### config.mk
export PLATFORM = sky130hd
export DESIGN_NAME = irq_flag_bank
export DESIGN_NICKNAME = d
export VERILOG_FILES = /design/src/verilog/irq_bank_pkg.sv /design/src/verilog/pin_edge_detect.sv /design/src/verilog/irq_flag_bank.sv
export VERILOG_INCLUDE_DIRS = /design/src /design/src/verilog
export SDC_FILE = /design/constraint.sdc
export NUM_CORES = 1
export LEC_CHECK = 0
export ABC_AREA = 1
export BUFFER_PORTS_ARGS = -buffer_cell sky130_fd_sc_hd__buf_2
export CAP_MARGIN = 20
export CORE_MARGIN = 1.5
export CORE_UTILIZATION = 40
export CTS_BUF_LIST = sky130_fd_sc_hd__clkbuf_4 sky130_fd_sc_hd__clkbuf_8
export DETAILED_ROUTE_END_ITERATION = 12
export SETUP_SLACK_MARGIN = 0.2
export SYNTH_ARGS = -nofsm -noshare
export SYNTH_HDL_FRONTEND = slang
export SYNTH_HIERARCHICAL = 1
export SYNTH_SLANG_ARGS = --single-unit
### constraint.sdc
create_clock -name clock -period 2.18 [get_ports clock]
set_input_delay 0.109 -clock clock [delete_from_list [all_inputs] [get_ports clock]]
set_output_delay 0.109 -clock clock [all_outputs]
set_load 0.005 [all_outputs]
### src/verilog/irq_bank_defines.svh
// Register offsets, field positions, reset values of the interrupt flag bank
// Included by the package users; holds definitions only
`ifndef IRQ_BANK_DEFINES_SVH
`define IRQ_BANK_DEFINES_SVH

`define OFF_EDGE_SELECT 8'h00
`define OFF_IRQ_CTRL_ZERO 8'h04
`define OFF_IRQ_CTRL_ONE 8'h08
`define OFF_IRQ_CTRL_TWO 8'h0c
`define OFF_IRQ_CTRL_THREE 8'h10
`define OFF_SHARED_SOURCE_ZERO 8'h14
`define OFF_SERVICE_CTRL 8'h18
`define OFF_SYS_STATUS 8'h1c
`define OFF_SYS_CLEAR 8'h20
`define OFF_SYS_ENABLE 8'h24

`define RESET_BYTE 8'h00

`define MASK_EDGE_SELECT 8'h0f
`define MASK_IRQ_CTRL_ZERO 8'h7f
`define MASK_IRQ_CTRL_ONE 8'hee
`define MASK_IRQ_CTRL_TWO 8'hff
`define MASK_IRQ_CTRL_THREE 8'hdd
`define MASK_SHARED_SOURCE_ZERO 8'h33

`define BIT_GLOBAL_EN 0
`define BIT_PIN0_EN 1
`define BIT_PIN1_EN 2
`define BIT_OC_EN 3
`define BIT_PIN0_FLAG 4
`define BIT_PIN1_FLAG 5
`define BIT_OC_FLAG 6
`define BIT_HOT_EN 1
`define BIT_IR_EN 2
`define BIT_ADC_EN 3
`define BIT_HOT_FLAG 5
`define BIT_IR_FLAG 6
`define BIT_ADC_FLAG 7
`define BIT_LOW_EN 0
`define BIT_EEP_EN 2
`define BIT_G4_EN 3
`define BIT_LOW_FLAG 4
`define BIT_EEP_FLAG 6
`define BIT_G4_FLAG 7
`define BIT_TC_P_EN 0
`define BIT_TC_A_EN 1
`define BIT_TC_P_FLAG 4
`define BIT_TC_A_FLAG 5
`define LSB_PIN0_EDGE 0
`define LSB_PIN1_EDGE 2

`define SRC_COUNT 16
`endif

### src/verilog/irq_bank_pkg.sv
// Types shared by the interrupt flag bank files
package irq_bank_pkg;
  typedef enum logic [1:0] {
    EDGE_OFF,
    EDGE_RISE,
    EDGE_FALL,
    EDGE_BOTH
  } edge_mode_t;

  typedef enum logic [1:0] {
    BUS_IDLE,
    BUS_WRESP,
    BUS_RRESP
  } bus_state_t;
endpackage

### src/verilog/pin_edge_detect.sv
// Edge detector for one external interrupt pin
// Assumes the pin is already synchronous to clock
`timescale 1ns/10ps
module pin_edge_detect (
  // Clock and reset
  input wire logic clock,
  input wire logic resetn,
  // Pin and mode
  input wire logic pin,
  input wire irq_bank_pkg::edge_mode_t mode,
  // Result
  output logic hit
);
  import irq_bank_pkg::*;

  logic last;
  logic next_last;

  always_comb begin
    next_last = pin;
  end

  always_ff @(posedge clock) begin
    if (!resetn) begin
      last <= 1'b0;
    end else begin
      last <= next_last;
    end
  end

  always_comb begin
    case (mode)
      EDGE_RISE: hit = pin & ~last;
      EDGE_FALL: hit = ~pin & last;
      EDGE_BOTH: hit = pin ^ last;
      default: hit = 1'b0;
    endcase
  end
endmodule

### src/verilog/irq_flag_bank.sv
// Interrupt request flag and enable bank with AXI4-Lite register access
// Assumes event inputs are one-cycle pulses synchronous to clock
//
// Behaviour
// - Bits 3:2 of edge select choose pin1 trigger: off, rise, fall, both.
// - Bits 1:0 of edge select choose pin0 trigger with same encoding.
// - Bit 0 of control zero is global enable gating all requests.
// - Control zero: over-current, pin1, pin0 flags 6:4, enables 3:1.
// - Control one: adc, ir, heat flags 7:5, enables 3:1; bits 4,0 unused.
// - Control two: group 3..0 flags in 7:4, enables 3:0.
// - Control three: group4, eeprom, low supply flags 7,6,4; enables 3,2,0.
// - Shared source zero: timer match a/p flags 5:4, enables 1:0.
// - Unimplemented bits read zero and ignore writes.
// - Hardware sets flags on events; software reads and writes all bits.
// - A flag with its enable clear is kept but raises no request.
// - Service clears the global enable; new events still set flags.
// - Pin flags set on selected edge, cleared when that pin is serviced.
//
// Design decisions made here: the register addresses and the AXI4-Lite slave port.
`timescale 1ns/10ps
`include "irq_bank_defines.svh"
module irq_flag_bank (
  // Clock and reset
  input wire logic clock,
  input wire logic resetn,
  // AXI4-Lite slave
  input wire logic [7:0] s_axi_awaddr,
  input wire logic s_axi_awvalid,
  output logic s_axi_awready,
  input wire logic [31:0] s_axi_wdata,
  input wire logic [3:0] s_axi_wstrb,
  input wire logic s_axi_wvalid,
  output logic s_axi_wready,
  output logic [1:0] s_axi_bresp,
  output logic s_axi_bvalid,
  input wire logic s_axi_bready,
  input wire logic [7:0] s_axi_araddr,
  input wire logic s_axi_arvalid,
  output logic s_axi_arready,
  output logic [31:0] s_axi_rdata,
  output logic [1:0] s_axi_rresp,
  output logic s_axi_rvalid,
  input wire logic s_axi_rready,
  // External pins
  input wire logic pin0,
  input wire logic pin1,
  // Peripheral events
  input wire logic overcurrent_event,
  input wire logic overheat_event,
  input wire logic ir_sense_event,
  input wire logic adc_done_event,
  input wire logic eeprom_write_event,
  input wire logic low_supply_event,
  input wire logic timer_c_match_a_event,
  input wire logic timer_c_match_p_event,
  input wire logic [3:1] group_event,
  // Core sequencer
  output logic core_irq_request,
  input wire logic service_ack,
  input wire logic [3:0] service_source,
  // System interrupt
  output logic irq
);
  import irq_bank_pkg::*;

  logic [7:0] edge_select, next_edge_select;
  logic [7:0] irq_ctrl_zero, next_irq_ctrl_zero;
  logic [7:0] irq_ctrl_one, next_irq_ctrl_one;
  logic [7:0] irq_ctrl_two, next_irq_ctrl_two;
  logic [7:0] irq_ctrl_three, next_irq_ctrl_three;
  logic [7:0] shared_source_zero, next_shared_source_zero;
  logic [1:0] sys_status, next_sys_status;
  logic [1:0] sys_enable, next_sys_enable;
  logic pin0_hit, pin1_hit;
  logic [7:0] wbyte;
  logic wr_fire, rd_fire, aw_taken, w_taken, next_aw_taken, next_w_taken;
  logic [7:0] aw_addr, next_aw_addr;
  logic [31:0] wdata_hold, next_wdata_hold;
  logic wstrb0_hold, next_wstrb0_hold;
  logic [31:0] rdata, next_rdata;
  logic [1:0] bresp, next_bresp, rresp, next_rresp;
  bus_state_t state, next_state;
  logic [8:0] pending;
  logic group0_src;

  // ----------------------------------------------------------------
  // Pin edge detection
  // ----------------------------------------------------------------
  pin_edge_detect u_pin0 (
    .clock(clock),
    .resetn(resetn),
    .pin(pin0),
    .mode(edge_mode_t'(edge_select[`LSB_PIN0_EDGE +: 2])),
    .hit(pin0_hit)
  );

  pin_edge_detect u_pin1 (
    .clock(clock),
    .resetn(resetn),
    .pin(pin1),
    .mode(edge_mode_t'(edge_select[`LSB_PIN1_EDGE +: 2])),
    .hit(pin1_hit)
  );

  // ----------------------------------------------------------------
  // Request gating
  // ----------------------------------------------------------------
  // Service source order: 0 pin0, 1 pin1, 2 oc, 3 heat, 4 ir, 5 adc,
  // 6..8 groups 0..2 (group 3,4 at 9,10 below), 11 eeprom, 12 low
  logic [12:0] req_vec;
  always_comb begin
    req_vec = 13'h0000;
    req_vec[0] = irq_ctrl_zero[`BIT_PIN0_FLAG] & irq_ctrl_zero[`BIT_PIN0_EN];
    req_vec[1] = irq_ctrl_zero[`BIT_PIN1_FLAG] & irq_ctrl_zero[`BIT_PIN1_EN];
    req_vec[2] = irq_ctrl_zero[`BIT_OC_FLAG] & irq_ctrl_zero[`BIT_OC_EN];
    req_vec[3] = irq_ctrl_one[`BIT_HOT_FLAG] & irq_ctrl_one[`BIT_HOT_EN];
    req_vec[4] = irq_ctrl_one[`BIT_IR_FLAG] & irq_ctrl_one[`BIT_IR_EN];
    req_vec[5] = irq_ctrl_one[`BIT_ADC_FLAG] & irq_ctrl_one[`BIT_ADC_EN];
    req_vec[6] = irq_ctrl_two[4] & irq_ctrl_two[0];
    req_vec[7] = irq_ctrl_two[5] & irq_ctrl_two[1];
    req_vec[8] = irq_ctrl_two[6] & irq_ctrl_two[2];
    req_vec[9] = irq_ctrl_two[7] & irq_ctrl_two[3];
    req_vec[10] = irq_ctrl_three[`BIT_G4_FLAG] & irq_ctrl_three[`BIT_G4_EN];
    req_vec[11] = irq_ctrl_three[`BIT_EEP_FLAG] & irq_ctrl_three[`BIT_EEP_EN];
    req_vec[12] = irq_ctrl_three[`BIT_LOW_FLAG] & irq_ctrl_three[`BIT_LOW_EN];
    core_irq_request = irq_ctrl_zero[`BIT_GLOBAL_EN] & (|req_vec);
  end

  assign group0_src =
    (shared_source_zero[`BIT_TC_A_FLAG] & shared_source_zero[`BIT_TC_A_EN]) |
    (shared_source_zero[`BIT_TC_P_FLAG] & shared_source_zero[`BIT_TC_P_EN]);

  // ----------------------------------------------------------------
  // AXI4-Lite handshake
  // ----------------------------------------------------------------
  assign s_axi_awready = (state == BUS_IDLE) & ~aw_taken;
  assign s_axi_wready = (state == BUS_IDLE) & ~w_taken;
  // Read waits while a write is offered, so a taken read is never dropped
  assign s_axi_arready = (state == BUS_IDLE) & ~aw_taken & ~w_taken & ~s_axi_awvalid &
    ~s_axi_wvalid;
  assign s_axi_bvalid = (state == BUS_WRESP);
  assign s_axi_rvalid = (state == BUS_RRESP);
  assign s_axi_bresp = bresp;
  assign s_axi_rresp = rresp;
  assign s_axi_rdata = rdata;

  logic got_aw, got_w;
  logic [7:0] waddr;
  logic [31:0] wdata_now;
  logic wstrb0_now;
  logic addr_ok_w, addr_ok_r;
  always_comb begin
    got_aw = aw_taken | (s_axi_awvalid & s_axi_awready);
    got_w = w_taken | (s_axi_wvalid & s_axi_wready);
    waddr = aw_taken ? aw_addr : s_axi_awaddr;
    wdata_now = w_taken ? wdata_hold : s_axi_wdata;
    wstrb0_now = w_taken ? wstrb0_hold : s_axi_wstrb[0];
    wr_fire = (state == BUS_IDLE) & got_aw & got_w;
    rd_fire = s_axi_arvalid & s_axi_arready;
    wbyte = wdata_now[7:0];
    addr_ok_w = (waddr[1:0] == 2'h0) & (waddr <= `OFF_SYS_ENABLE);
    addr_ok_r = (s_axi_araddr[1:0] == 2'h0) & (s_axi_araddr <= `OFF_SYS_ENABLE);
  end

  always_comb begin
    next_state = state;
    next_aw_taken = aw_taken;
    next_w_taken = w_taken;
    next_aw_addr = aw_addr;
    next_wdata_hold = wdata_hold;
    next_wstrb0_hold = wstrb0_hold;
    next_bresp = bresp;
    next_rresp = rresp;
    next_rdata = rdata;
    case (state)
      BUS_IDLE: begin
        if (s_axi_awvalid & s_axi_awready) begin
          next_aw_taken = 1'b1;
          next_aw_addr = s_axi_awaddr;
        end
        if (s_axi_wvalid & s_axi_wready) begin
          next_w_taken = 1'b1;
          next_wdata_hold = s_axi_wdata;
          next_wstrb0_hold = s_axi_wstrb[0];
        end
        if (wr_fire) begin
          next_state = BUS_WRESP;
          next_aw_taken = 1'b0;
          next_w_taken = 1'b0;
          next_bresp = addr_ok_w ? 2'h0 : 2'h2;
        end else if (rd_fire) begin
          next_state = BUS_RRESP;
          next_rresp = addr_ok_r ? 2'h0 : 2'h2;
          next_rdata = 32'h00000000;
          if (s_axi_araddr == `OFF_EDGE_SELECT) begin
            next_rdata[7:0] = edge_select;
          end else if (s_axi_araddr == `OFF_IRQ_CTRL_ZERO) begin
            next_rdata[7:0] = irq_ctrl_zero;
          end else if (s_axi_araddr == `OFF_IRQ_CTRL_ONE) begin
            next_rdata[7:0] = irq_ctrl_one;
          end else if (s_axi_araddr == `OFF_IRQ_CTRL_TWO) begin
            next_rdata[7:0] = irq_ctrl_two;
          end else if (s_axi_araddr == `OFF_IRQ_CTRL_THREE) begin
            next_rdata[7:0] = irq_ctrl_three;
          end else if (s_axi_araddr == `OFF_SHARED_SOURCE_ZERO) begin
            next_rdata[7:0] = shared_source_zero;
          end else if (s_axi_araddr == `OFF_SERVICE_CTRL) begin
            next_rdata[0] = core_irq_request;
          end else if (s_axi_araddr == `OFF_SYS_STATUS) begin
            next_rdata[1:0] = sys_status;
          end else if (s_axi_araddr == `OFF_SYS_ENABLE) begin
            next_rdata[1:0] = sys_enable;
          end
        end
      end
      BUS_WRESP: begin
        if (s_axi_bready) begin
          next_state = BUS_IDLE;
        end
      end
      BUS_RRESP: begin
        if (s_axi_rready) begin
          next_state = BUS_IDLE;
        end
      end
      default: next_state = BUS_IDLE;
    endcase
  end

  always_ff @(posedge clock) begin
    if (!resetn) begin
      state <= BUS_IDLE;
      aw_taken <= 1'b0;
      w_taken <= 1'b0;
      aw_addr <= 8'h00;
      wdata_hold <= 32'h00000000;
      wstrb0_hold <= 1'b0;
      bresp <= 2'h0;
      rresp <= 2'h0;
      rdata <= 32'h00000000;
    end else begin
      state <= next_state;
      aw_taken <= next_aw_taken;
      w_taken <= next_w_taken;
      aw_addr <= next_aw_addr;
      wdata_hold <= next_wdata_hold;
      wstrb0_hold <= next_wstrb0_hold;
      bresp <= next_bresp;
      rresp <= next_rresp;
      rdata <= next_rdata;
    end
  end

  // ----------------------------------------------------------------
  // Register bank
  // ----------------------------------------------------------------
  logic wr_en;
  logic svc;
  always_comb begin
    wr_en = wr_fire & wstrb0_now;
    svc = service_ack;
    next_edge_select = edge_select;
    next_irq_ctrl_zero = irq_ctrl_zero;
    next_irq_ctrl_one = irq_ctrl_one;
    next_irq_ctrl_two = irq_ctrl_two;
    next_irq_ctrl_three = irq_ctrl_three;
    next_shared_source_zero = shared_source_zero;
    next_sys_status = sys_status;
    next_sys_enable = sys_enable;
    // Software writes first, hardware sets override
    if (wr_en) begin
      if (waddr == `OFF_EDGE_SELECT) begin
        next_edge_select = wbyte & `MASK_EDGE_SELECT;
      end else if (waddr == `OFF_IRQ_CTRL_ZERO) begin
        next_irq_ctrl_zero = wbyte & `MASK_IRQ_CTRL_ZERO;
      end else if (waddr == `OFF_IRQ_CTRL_ONE) begin
        next_irq_ctrl_one = wbyte & `MASK_IRQ_CTRL_ONE;
      end else if (waddr == `OFF_IRQ_CTRL_TWO) begin
        next_irq_ctrl_two = wbyte & `MASK_IRQ_CTRL_TWO;
      end else if (waddr == `OFF_IRQ_CTRL_THREE) begin
        next_irq_ctrl_three = wbyte & `MASK_IRQ_CTRL_THREE;
      end else if (waddr == `OFF_SHARED_SOURCE_ZERO) begin
        next_shared_source_zero = wbyte & `MASK_SHARED_SOURCE_ZERO;
      end else if (waddr == `OFF_SYS_CLEAR) begin
        next_sys_status = sys_status & ~wbyte[1:0];
      end else if (waddr == `OFF_SYS_ENABLE) begin
        next_sys_enable = wbyte[1:0];
      end
    end
    // Service acknowledge from the core
    if (svc) begin
      next_irq_ctrl_zero[`BIT_GLOBAL_EN] = 1'b0;
      if (service_source == 4'h0) begin
        next_irq_ctrl_zero[`BIT_PIN0_FLAG] = 1'b0;
      end else if (service_source == 4'h1) begin
        next_irq_ctrl_zero[`BIT_PIN1_FLAG] = 1'b0;
      end
    end
    // Hardware event sets, winning over clears
    if (pin0_hit) next_irq_ctrl_zero[`BIT_PIN0_FLAG] = 1'b1;
    if (pin1_hit) next_irq_ctrl_zero[`BIT_PIN1_FLAG] = 1'b1;
    if (overcurrent_event) next_irq_ctrl_zero[`BIT_OC_FLAG] = 1'b1;
    if (overheat_event) next_irq_ctrl_one[`BIT_HOT_FLAG] = 1'b1;
    if (ir_sense_event) next_irq_ctrl_one[`BIT_IR_FLAG] = 1'b1;
    if (adc_done_event) next_irq_ctrl_one[`BIT_ADC_FLAG] = 1'b1;
    if (eeprom_write_event) next_irq_ctrl_three[`BIT_EEP_FLAG] = 1'b1;
    if (low_supply_event) next_irq_ctrl_three[`BIT_LOW_FLAG] = 1'b1;
    if (timer_c_match_a_event) next_shared_source_zero[`BIT_TC_A_FLAG] = 1'b1;
    if (timer_c_match_p_event) next_shared_source_zero[`BIT_TC_P_FLAG] = 1'b1;
    if (group0_src) next_irq_ctrl_two[4] = 1'b1;
    if (group_event[1]) next_irq_ctrl_two[5] = 1'b1;
    if (group_event[2]) next_irq_ctrl_two[6] = 1'b1;
    if (group_event[3]) next_irq_ctrl_two[7] = 1'b1;
    // System status: bit 0 request pending, bit 1 service taken
    if (core_irq_request) next_sys_status[0] = 1'b1;
    if (svc) next_sys_status[1] = 1'b1;
  end

  always_ff @(posedge clock) begin
    if (!resetn) begin
      edge_select <= `RESET_BYTE;
      irq_ctrl_zero <= `RESET_BYTE;
      irq_ctrl_one <= `RESET_BYTE;
      irq_ctrl_two <= `RESET_BYTE;
      irq_ctrl_three <= `RESET_BYTE;
      shared_source_zero <= `RESET_BYTE;
      sys_status <= 2'h0;
      sys_enable <= 2'h0;
    end else begin
      edge_select <= next_edge_select;
      irq_ctrl_zero <= next_irq_ctrl_zero;
      irq_ctrl_one <= next_irq_ctrl_one;
      irq_ctrl_two <= next_irq_ctrl_two;
      irq_ctrl_three <= next_irq_ctrl_three;
      shared_source_zero <= next_shared_source_zero;
      sys_status <= next_sys_status;
      sys_enable <= next_sys_enable;
    end
  end

  assign irq = |(sys_status & sys_enable);
endmodule

==> results_dict.tcl, run 1 <==
set metrics [dict create \
    die_y_um 102 \
    coreArea_sq_mm 0.00937 \
    hold_violations 0 \
    final_util 0.493 \
    slew_headroom 0.634 \
    cp_max_fo 13 \
    die_w_um 102 \
    powerDensity_mw_per_mm2 669 \
    port_buffers 66 \
    die_area_sq_mm 0.0104 \
    maxCapViolations 0 \
    crit_slowest_cell "dfxtp_4" \
    dpl.hpwl_mm 7.59 \
    hold_class "in -> reg" \
    grt_pass1_wl_mm 16.2 \
    grt-ovfl-total 0 \
    fin_ws_ps 400 \
    r2r_slack_ps 400 \
    setup_tns_ps 0 \
    place_worst_setup_slack_ps 105 \
    p_leak_nw 2.14 \
    ys_seq_area_frac 0.368 \
    netlist.area_leader.share 0.368 \
    cts_buffer_depth 2 \
    vias 3832 \
    drtIter0Drc 189 \
    crit_chain "inv_1 > nand2_1 > nand2_2 > inv_1 > nor2_1 > nand3_1 > nor2_2 > inv_2 > a21oi_1 > a21oi_1" \
    gr-usage-all-layers 0.204 \
    critPathLaunchType "flop" \
    grt_max_degree 42 \
    synth-async-reset-ratio 0 \
    antenna_cells 0 \
    yosys-top-cells-area "dfxtp_1, nand2_1, inv_1" \
    cts_root_buffer "clkbuf_8" \
    path_class "reg -> reg" \
    r2r-end "irq_ctrl_one[7]$_SDFFE_PN0P_" \
    synth_cell_types 36 \
    final.fill_count 1004 \
    skew_ps 12.7 \
    cp.required_ps 2390 \
    grt_pass1_vias 3406 \
    rows 35 \
    worst_setup_path_end_kind "flop" \
    ys_ff_latch 72 \
    r2r_cells 10 \
    layout-drive-gt1-share 0.174 \
    antenna_found_initial 0 \
    synth_top_area_cell "dfxtp_1" \
    wl_mm 9.95 \
    synthFlopType "dfxtp_1" \
    clock_latency_ps 350 \
    syn_inst 592 \
    slowest_delay_ps 400 \
    fin_crit_ps 1780 \
    clock_sinks 72 \
    layout_commonest_cell "nand2_1" \
    gp_congestion 0.922 \
    finalSetupViolCount 0 \
    ant_nets 0 \
    initial_utilization 0.418 \
    syn_to_final_growth_pct 18.0 \
    synth_area_sq_mm 0.00392 \
    cts_buffers 9 \
    nets 754 \
    yosys_warnings 6 \
    grt_setup_unrepaired "false" \
    period_share 0.817 \
    firstDrtPassIters 4 \
    ios 120 \
    endpoint "irq_ctrl_one[7]$_SDFFE_PN0P_" \
    final_cell_mix "nand2_1, inv_1, dfxtp_1, a21oi_1, buf_2" \
    max_slew.worst_pin.slew_ps 545 \
    r2r_start "aw_taken$_SDFFE_PN0P_" \
    cp.arrival_ps 2000 \
    tritoncts "built" \
    post_drt_wl_per_cell_um 12.3 \
    vdd_drop_max_uv 446 \
    syn_area_per_cell_sq_um 6.61 \
    path_clk_slew_ps 80 \
    htreeDepth 3 \
    viasPerCell 4.75 \
    min_from "timer_c_match_a_event" \
    fmax_mhz 562 \
    synth_edf_count 0 \
    cp-startpoint "aw_taken$_SDFFE_PN0P_" \
    drc 0 \
    slew_violations 0 \
    outcome "completed" \
]
## logic make-up after synthesis
logic type / synth area share
AOI/OAI and AO/OA: 0.198
adders and majority gates: 0.0128
buffers and inverters: 0.169
DFF: 0.368
other: 0.000958
and+or+nand+nor: 0.251
## flip-flops by register name (all words and copies together), names as in the netlist
signal / flops
irq_ctrl_three: 6
wstrb0_hold: 1
state: 2
aw_taken: 1
sys_status: 2
wdata_hold: 8
s_axi_rresp: 1
irq_ctrl_two: 8
u_pin0/last: 1
sys_enable: 2
s_axi_rdata: 8
s_axi_bresp: 1
aw_addr: 8
irq_ctrl_one: 6
u_pin1/last: 1
edge_select: 4
shared_source_zero: 4
w_taken: 1
irq_ctrl_zero: 7
## cells in the mapped netlist (all sizes together), types with 2 or more instances
cell and count:
ha 4, nand4 4, a21oi 71, nor2 48, nand2 129, nand3b 2, a31oi 2, nand3 35
buf 31, clkbuf 9, o2111ai 2, o211ai 4, a211oi 2, nor3 4, dfxtp 72, nor4 3
or2 2, o21ai 55, inv 104, a22o 2, o21bai 3
## layer usage
layer / vias up / part of all wire / GRT usage
met2: 104 / 0.45 / 0.329
met5: - / 0 / 0
met1: 1711 / 0.47 / 0.266
met4: 0 / 0.013 / 0.0906
li1: 2006 / - / -
met3: 11 / 0.062 / 0.0390
## stage by stage
stage	hold WS, ps	power, mW	cells	instance area, sq um
CTS	1.27	3.12	807	4620
global route	3.13	3.27	807	4620
detailed placement	317	1.92	786	4340
global placement	317	1.90	786	4340
finish	18.8	3.09	807	4620
floorplan	187	1.77	617	4010
## final cells by class
type,instances,area (sq um),area share
flip-flops and latches,72,1450,0.313
well taps,129,161,0.0349
clock inverters,5,80.1,0.0173
repair buffers,85,485,0.105
clock buffers,11,145,0.0314
multi-input cells,400,1910,0.413
inverters,105,394,0.0853
## report_power, final
group	internal (mW)	total, mW	switching [mW]
sequential	1.38	1.42	0.0408
combinational	0.175	0.470	0.295
clock	0.687	1.20	0.511
## repair_timing
item,CTS,global route
gates resized for setup,1,3
hold buffers,5,0
buffers inserted,0,0
endpoints found under the setup margin,16,16
hold endpoints to repair,5,0
cloned,0,0
## how the worst min path moves through the flow
stage / depth (start not counted) / endpoint / slack [ps]
2_1_floorplan: 1 / irq_ctrl_zero[0]$_SDFFE_PP0P_ / 190
3_3_place_gp: 2 / irq_ctrl_zero[0]$_SDFFE_PP0P_ / 320
3_5_place_dp: 2 / irq_ctrl_zero[0]$_SDFFE_PP0P_ / 320
4_1_cts: 3 / irq_ctrl_one[7]$_SDFFE_PN0P_ / 1
5_1_grt: 3 / irq_ctrl_one[6]$_SDFFE_PN0P_ / 3
6_report: 5 / shared_source_zero[5]$_SDFFE_PN0P_ / 20
## worst max-delay path, delay by kind of cell, from the launching register on
family                 cells  cell delay, ps
AND/OR/NAND/NOR            5             710
flip-flops                 1             400
buffers and inverters      3             300
AO/OA/AOI/OAI              2             230
Note: power is estimated with default switching activity, not from simulation.
==> inputs of run 2 (changes only) <==
Clock period 2.18 ns to 1.7 ns, I/O delays scaled along.
==> results_dict.tcl, run 2 (same netlist as run 1, synthesis figures left out) <==
set metrics [dict create \
    hold_class "in -> reg" \
    cp.arrival_ps 1940 \
    drc 0 \
    crit_buf_inv 4 \
    wl_mm 11.1 \
    grt_setup_unrepaired "true" \
    p_comb_frac 0.216 \
    initial_utilization 0.418 \
    violations "setup timing" \
    clock_latency_ps 340 \
    nets 798 \
    cp-startpoint "aw_taken$_SDFFE_PN0P_" \
    rows 35 \
    fmax_mhz 579 \
    max_slew.worst_pin.slew_ps 567 \
    htreeDepth 3 \
    crit_chain "buf_8 > nand2_1 > o21ai_4 > nand3_4 > inv_4 > nand2_2 > nand2_4 > buf_4 > nor2_4 > buf_4 > nand3_1 > nand2_1 > a21oi_1" \
    crit_family "simple AND/OR/NAND/NOR gates" \
    final_util 0.559 \
    grt_pass1_vias 3896 \
    fin_crit_ps 1730 \
    ant_nets 0 \
    vias 4068 \
    r2r_start "aw_taken$_SDFFE_PN0P_" \
    critPathLaunchType "flop" \
    whs_endpoint "shared_source_zero[4]$_SDFFE_PN0P_" \
    die_y_um 102 \
    antenna_found_initial 0 \
    path_class "reg -> reg" \
    viasPerCell 4.78 \
    firstDrtPassIters 5 \
    whs_ps 13.8 \
    coreArea_sq_mm 0.00937 \
    final.fill_count 946 \
    dpl.hpwl_mm 7.99 \
    stdcell_area_sq_mm 0.00524 \
    ios 120 \
    p_switching_mw 1.21 \
    min_from "timer_c_match_p_event" \
    cts_buffer_depth 2 \
    port_buffers 66 \
    fin_ws_ps -28.6 \
    syn_to_final_growth_pct 33.7 \
    seq_power_share 0.462 \
    finalSetupViolCount 9 \
    placedInstanceArea_sq_mm 0.00452 \
    grt_max_degree 37 \
    place_worst_setup_slack_ps -144 \
    crit_slowest_cell "dfxtp_4" \
    path_clk_slew_ps 80 \
    cts_buffers 9 \
    post_drt_wl_per_cell_um 13.1 \
    layout-drive-gt1-share 0.288 \
    clock_sinks 72 \
    grt_pass1_wl_mm 18.2 \
    powerDensity_mw_per_mm2 754 \
    gp_congestion 0.918 \
    p_clk_frac 0.322 \
    die_area_sq_mm 0.0104 \
    maxCapViolations 0 \
    outcome "complete, but fails checks" \
    final_cell_mix "nand2_1, inv_1, dfxtp_1, buf_2, a21oi_1" \
    cp.required_ps 1910 \
    p_leak_nw 2.42 \
    drtIter0Drc 196 \
    whs_path_depth 5 \
    skew_ps 8.23 \
    slew_violations 0 \
    hold_violations 0 \
    slowest_delay_ps 380 \
    p_sw_frac 0.307 \
    gr-usage-all-layers 0.224 \
    r2r_cells 13 \
    period_share 1.02 \
    layout_commonest_cell "nand2_1" \
    r2r-end "sys_status[0]$_SDFFE_PN0P_" \
    tritoncts "built" \
    die_w_um 102 \
    cts_root_buffer "clkbuf_8" \
    r2r_slack_ps -30 \
    worst_setup_path_end_kind "flop" \
    grt-ovfl-total 0 \
    slew_headroom 0.618 \
    cp_max_fo 8 \
    antenna_cells 0 \
    internal-power_mw 2.74 \
    vdd_drop_max_uv 382 \
]
==> run 2: cell types whose count changed in the layout (fill, tap and decap cells not counted), moves of 11 or more <==
cell,before,now
buf_4,14,45
nand2_1,125,114
a21oi_1,70,59
o21ai_0,44,26
o21ai_1,8,21
a21oi_2,1,12
==> run 2: worst min-delay path: stages <==
cell	delay, ps
buf_2	90
a21oi_2	30
nand2_1	40
nand2_1	40
inv_1	40
==> run 2: layout make-up <==
| type | instances | area, sq um | area share |
|---|---|---|---|
| clock buffers | 11 | 151 | 0.0289 |
| repair buffers | 128 | 853 | 0.163 |
| flip-flops and latches | 72 | 1450 | 0.277 |
| well taps | 129 | 161 | 0.0308 |
| multi-input cells | 401 | 2190 | 0.418 |
| inverters | 105 | 402 | 0.0767 |
| clock inverters | 5 | 31.3 | 0.00598 |
==> run 2: repair_timing <==
action	4_1_cts	5_1_grt
hold buffers	11	0
setup buffers	8	5
setup endpoints to repair	58	58
pin swaps	17	22
hold endpoints to repair	11	0
gates cloned	0	1
resized for setup	58	49
==> run 2: how the worst max path moves through the flow <==
stage,end,slack (ps),cells past startpoint
2_1_floorplan,irq_ctrl_three[4]$_SDFFE_PN0P_,200,11
3_3_place_gp,irq_ctrl_three[4]$_SDFFE_PN0P_,-50,11
3_5_place_dp,irq_ctrl_three[4]$_SDFFE_PN0P_,-140,10
4_1_cts,irq_ctrl_zero[0]$_SDFFE_PP0P_,-30,9
5_1_grt,irq_ctrl_zero[6]$_SDFFE_PN0P_,-130,11
6_report,sys_status[0]$_SDFFE_PN0P_,-30,13
==> run 2: power groups by stage <==
stage	clock network (mW)	registers, mW	logic, mW
after floorplan	0	1.84	0.423
final	1.27	1.82	0.852
after global placement	0	1.86	0.652
after detailed placement	0	1.86	0.666
after CTS	1.30	1.82	0.778
after global routing	1.37	1.84	0.949
==> run 2: through the flow <==
stage	TNS, ps	power [mW]	instances
3_5_place_dp	-1980	2.53	810
5_1_grt	-2110	4.16	851
2_1_floorplan	0	2.27	617
3_3_place_gp	-327	2.51	810
4_1_cts	-90.2	3.90	845
6_report	-111	3.95	851
==> run 2: metal layers <==
layer  up-vias  global-route usage  wire, um
met2       123               0.386      5360
met3        13              0.0445       586
met5         -                   0         0
li1       2087                   -         -
met4         0              0.0738       215
met1      1845               0.280      4940
==> inputs of run 3 (changes only) <==
Settings changed: ABC_AREA 1 to default.
==> results_dict.tcl, run 3 <==
set metrics [dict create \
    synth_mux_area_frac 0.0967 \
    clock_sinks 72 \
    setup_tns_ps -6110 \
    antenna_found_initial 0 \
    die_area_sq_mm 0.0109 \
    netlist.area_leader.share 0.350 \
    cp_max_fo 8 \
    p_leak_nw 2.40 \
    synth_cell_types 65 \
    whs_ps 9.49 \
    whs_path_depth 2 \
    r2r_cells 5 \
    worst_setup_path_end_kind "flop" \
    layout_commonest_cell "nand2_1" \
    synth_top_area_cell "dfxtp_1" \
    rows 36 \
    critPathLaunchType "flop" \
    multiInputGateArea_sq_mm 0.00281 \
    grt-ovfl-total 0 \
    coreArea_sq_mm 0.00986 \
    synth_most_common_cell "nand2_1" \
    ios 120 \
    synth-adder-area-share 0.0122 \
    synth_edf_count 0 \
    hold_class "in -> reg" \
    antenna_cells 0 \
    skew_ps 8.89 \
    path_clk_slew_ps 80 \
    grt_pass1_wl_mm 19.9 \
    htreeDepth 3 \
    cts_buffer_depth 2 \
    synthSimpleGateAreaFrac 0.259 \
    cts_buffers 9 \
    die_w_um 104 \
    clock_latency_ps 360 \
    fin_crit_ps 1990 \
    ant_nets 0 \
    post_drt_wl_per_cell_um 16.6 \
    powerDensity_mw_per_mm2 730 \
    drc 0 \
    outcome "complete, but fails checks" \
    initial_utilization 0.417 \
    firstDrtPassIters 4 \
    wl_met1_mm 5.66 \
    synthXorXnorAreaFrac 0 \
    routed.top_layer "met4" \
    route.met3.wl_um 565 \
    final_cell_mix "nand2_1, buf_2, dfxtp_1, buf_4, conb_1" \
    ys_seq_area_frac 0.350 \
    path_class "reg -> reg" \
    grt_setup_unrepaired "true" \
    die_y_um 104 \
    fin_cells 764 \
    cp.required_ps 1940 \
    finalSetupViolCount 39 \
    max_slew.worst_pin.slew_ps 514 \
    drtIter0Drc 209 \
    dpl.hpwl_mm 8.77 \
    tritoncts "built" \
    maxCapViolations 0 \
    port_buffers 66 \
    syn_to_final_growth_pct 41.9 \
    synth_top_family_by_area "simple AND/OR/NAND/NOR gates" \
    placed_cells 715 \
    final.fill_count 884 \
    grt_pass1_vias 3808 \
    hold_violations 0 \
    viasPerCell 5.24 \
    gp_congestion 0.915 \
    fmax_mhz 503 \
    grt_max_degree 82 \
    synth_area_sq_mm 0.00411 \
    synthFlopType "dfxtp_1" \
    wl_mm 12.7 \
    layout-drive-gt1-share 0.374 \
    slew_violations 0 \
    vias 4002 \
    slew_headroom 0.656 \
    gr-usage-all-layers 0.230 \
    violations "setup timing" \
    period_share 1.17 \
    synthTopCellsByCount "nand2_1, dfxtp_1, buf_4" \
    ys_ff_latch 72 \
    fin_ws_ps -287 \
    yosys_warnings 6 \
    syn_inst 480 \
    cp.arrival_ps 2230 \
    synth_compound_area_frac 0.203 \
    syn_area_per_cell_sq_um 8.57 \
    synth-async-reset-ratio 0 \
    nets 708 \
    wl_met2_mm 6.25 \
    seq_area_sq_mm 0.00145 \
    cts_root_buffer "clkbuf_8" \
    vdd_drop_max_uv 477 \
    yosys-top-cells-area "dfxtp_1, nand2_1, buf_4" \
]
-- run 3: final timing paths --
| check | startpoint | end | slack (ps) |
|---|---|---|---|
| hold reg to reg | s_axi_rdata[6]$_SDFFE_PN0P_ | s_axi_rdata[6]$_SDFFE_PN0P_ | 460 |
| setup reg to reg | aw_taken$_SDFFE_PN0P_ | irq_ctrl_zero[5]$_SDFF_PN0_ | -290 |
| setup / recovery | aw_taken$_SDFFE_PN0P_ | irq_ctrl_zero[5]$_SDFF_PN0_ | -290 |
| hold / removal | group_event[3] | irq_ctrl_two[7]$_SDFFE_PN0P_ | 9 |
-- run 3: what timing repair did --
item / in CTS / in global routing
setup buffers: 9 / 6
setup endpoints to repair: 61 / 64
endpoints found under the hold margin: 18 / 0
pin swaps: 14 / 7
gates cloned: 1 / 0
hold buffers: 18 / 0
gates resized for setup: 49 / 33
-- run 3: logic make-up (layout without fill, tap and decap cells) --
family	after synthesis	count (layout)
buffers and inverters	57	183
flip-flops	72	72
AND/OR/NAND/NOR	195	195
AO/OA/AOI/OAI	114	114
multiplexers	37	37
adder cells (fa/ha/maj)	4	4
other	1	26
-- run 3: per-stage QoR --
stage / util / power, mW / worst slack, ps / cell area [sq um]
5_1_grt: 0.592 / 4.42 / -349 / 5840
4_1_cts: 0.572 / 4.22 / -254 / 5640
6_report: 0.592 / 4.26 / -287 / 5840
3_3_place_gp: 0.503 / 2.54 / -240 / 4960
3_5_place_dp: 0.503 / 2.56 / -293 / 4960
2_1_floorplan: - / 2.27 / -299 / 4290
-- run 3: where the power goes --
part,switching (mW),internal [mW]
combinational,0.449,0.418
sequential,0.0682,1.76
clock,0.670,0.904
total,1.19,3.08
-- run 3: worst max-delay path, cell delays in order, from the launching register on --
cell and delay [ps]:
dfxtp_4 420, nor3b_4 320, o211ai_1 280, nor4_4 300, mux2_4 330, o221a_1 220
-- run 3: metal layers --
layer,up-vias,global-route usage
li1,1965,-
met1,1918,0.294
met2,102,0.391
met3,17,0.0420
met4,0,0.0724
met5,-,0
-- run 3: final cells by class --
cell class | instances | area share
Clock buffer | 11 | 0.0259
Clock inverter | 4 | 0.0131
Inverter | 9 | 0.00579
Multi-Input combinational cell | 376 | 0.481
Sequential cell | 72 | 0.249
Tap cell | 133 | 0.0285
Timing Repair Buffer | 159 | 0.197
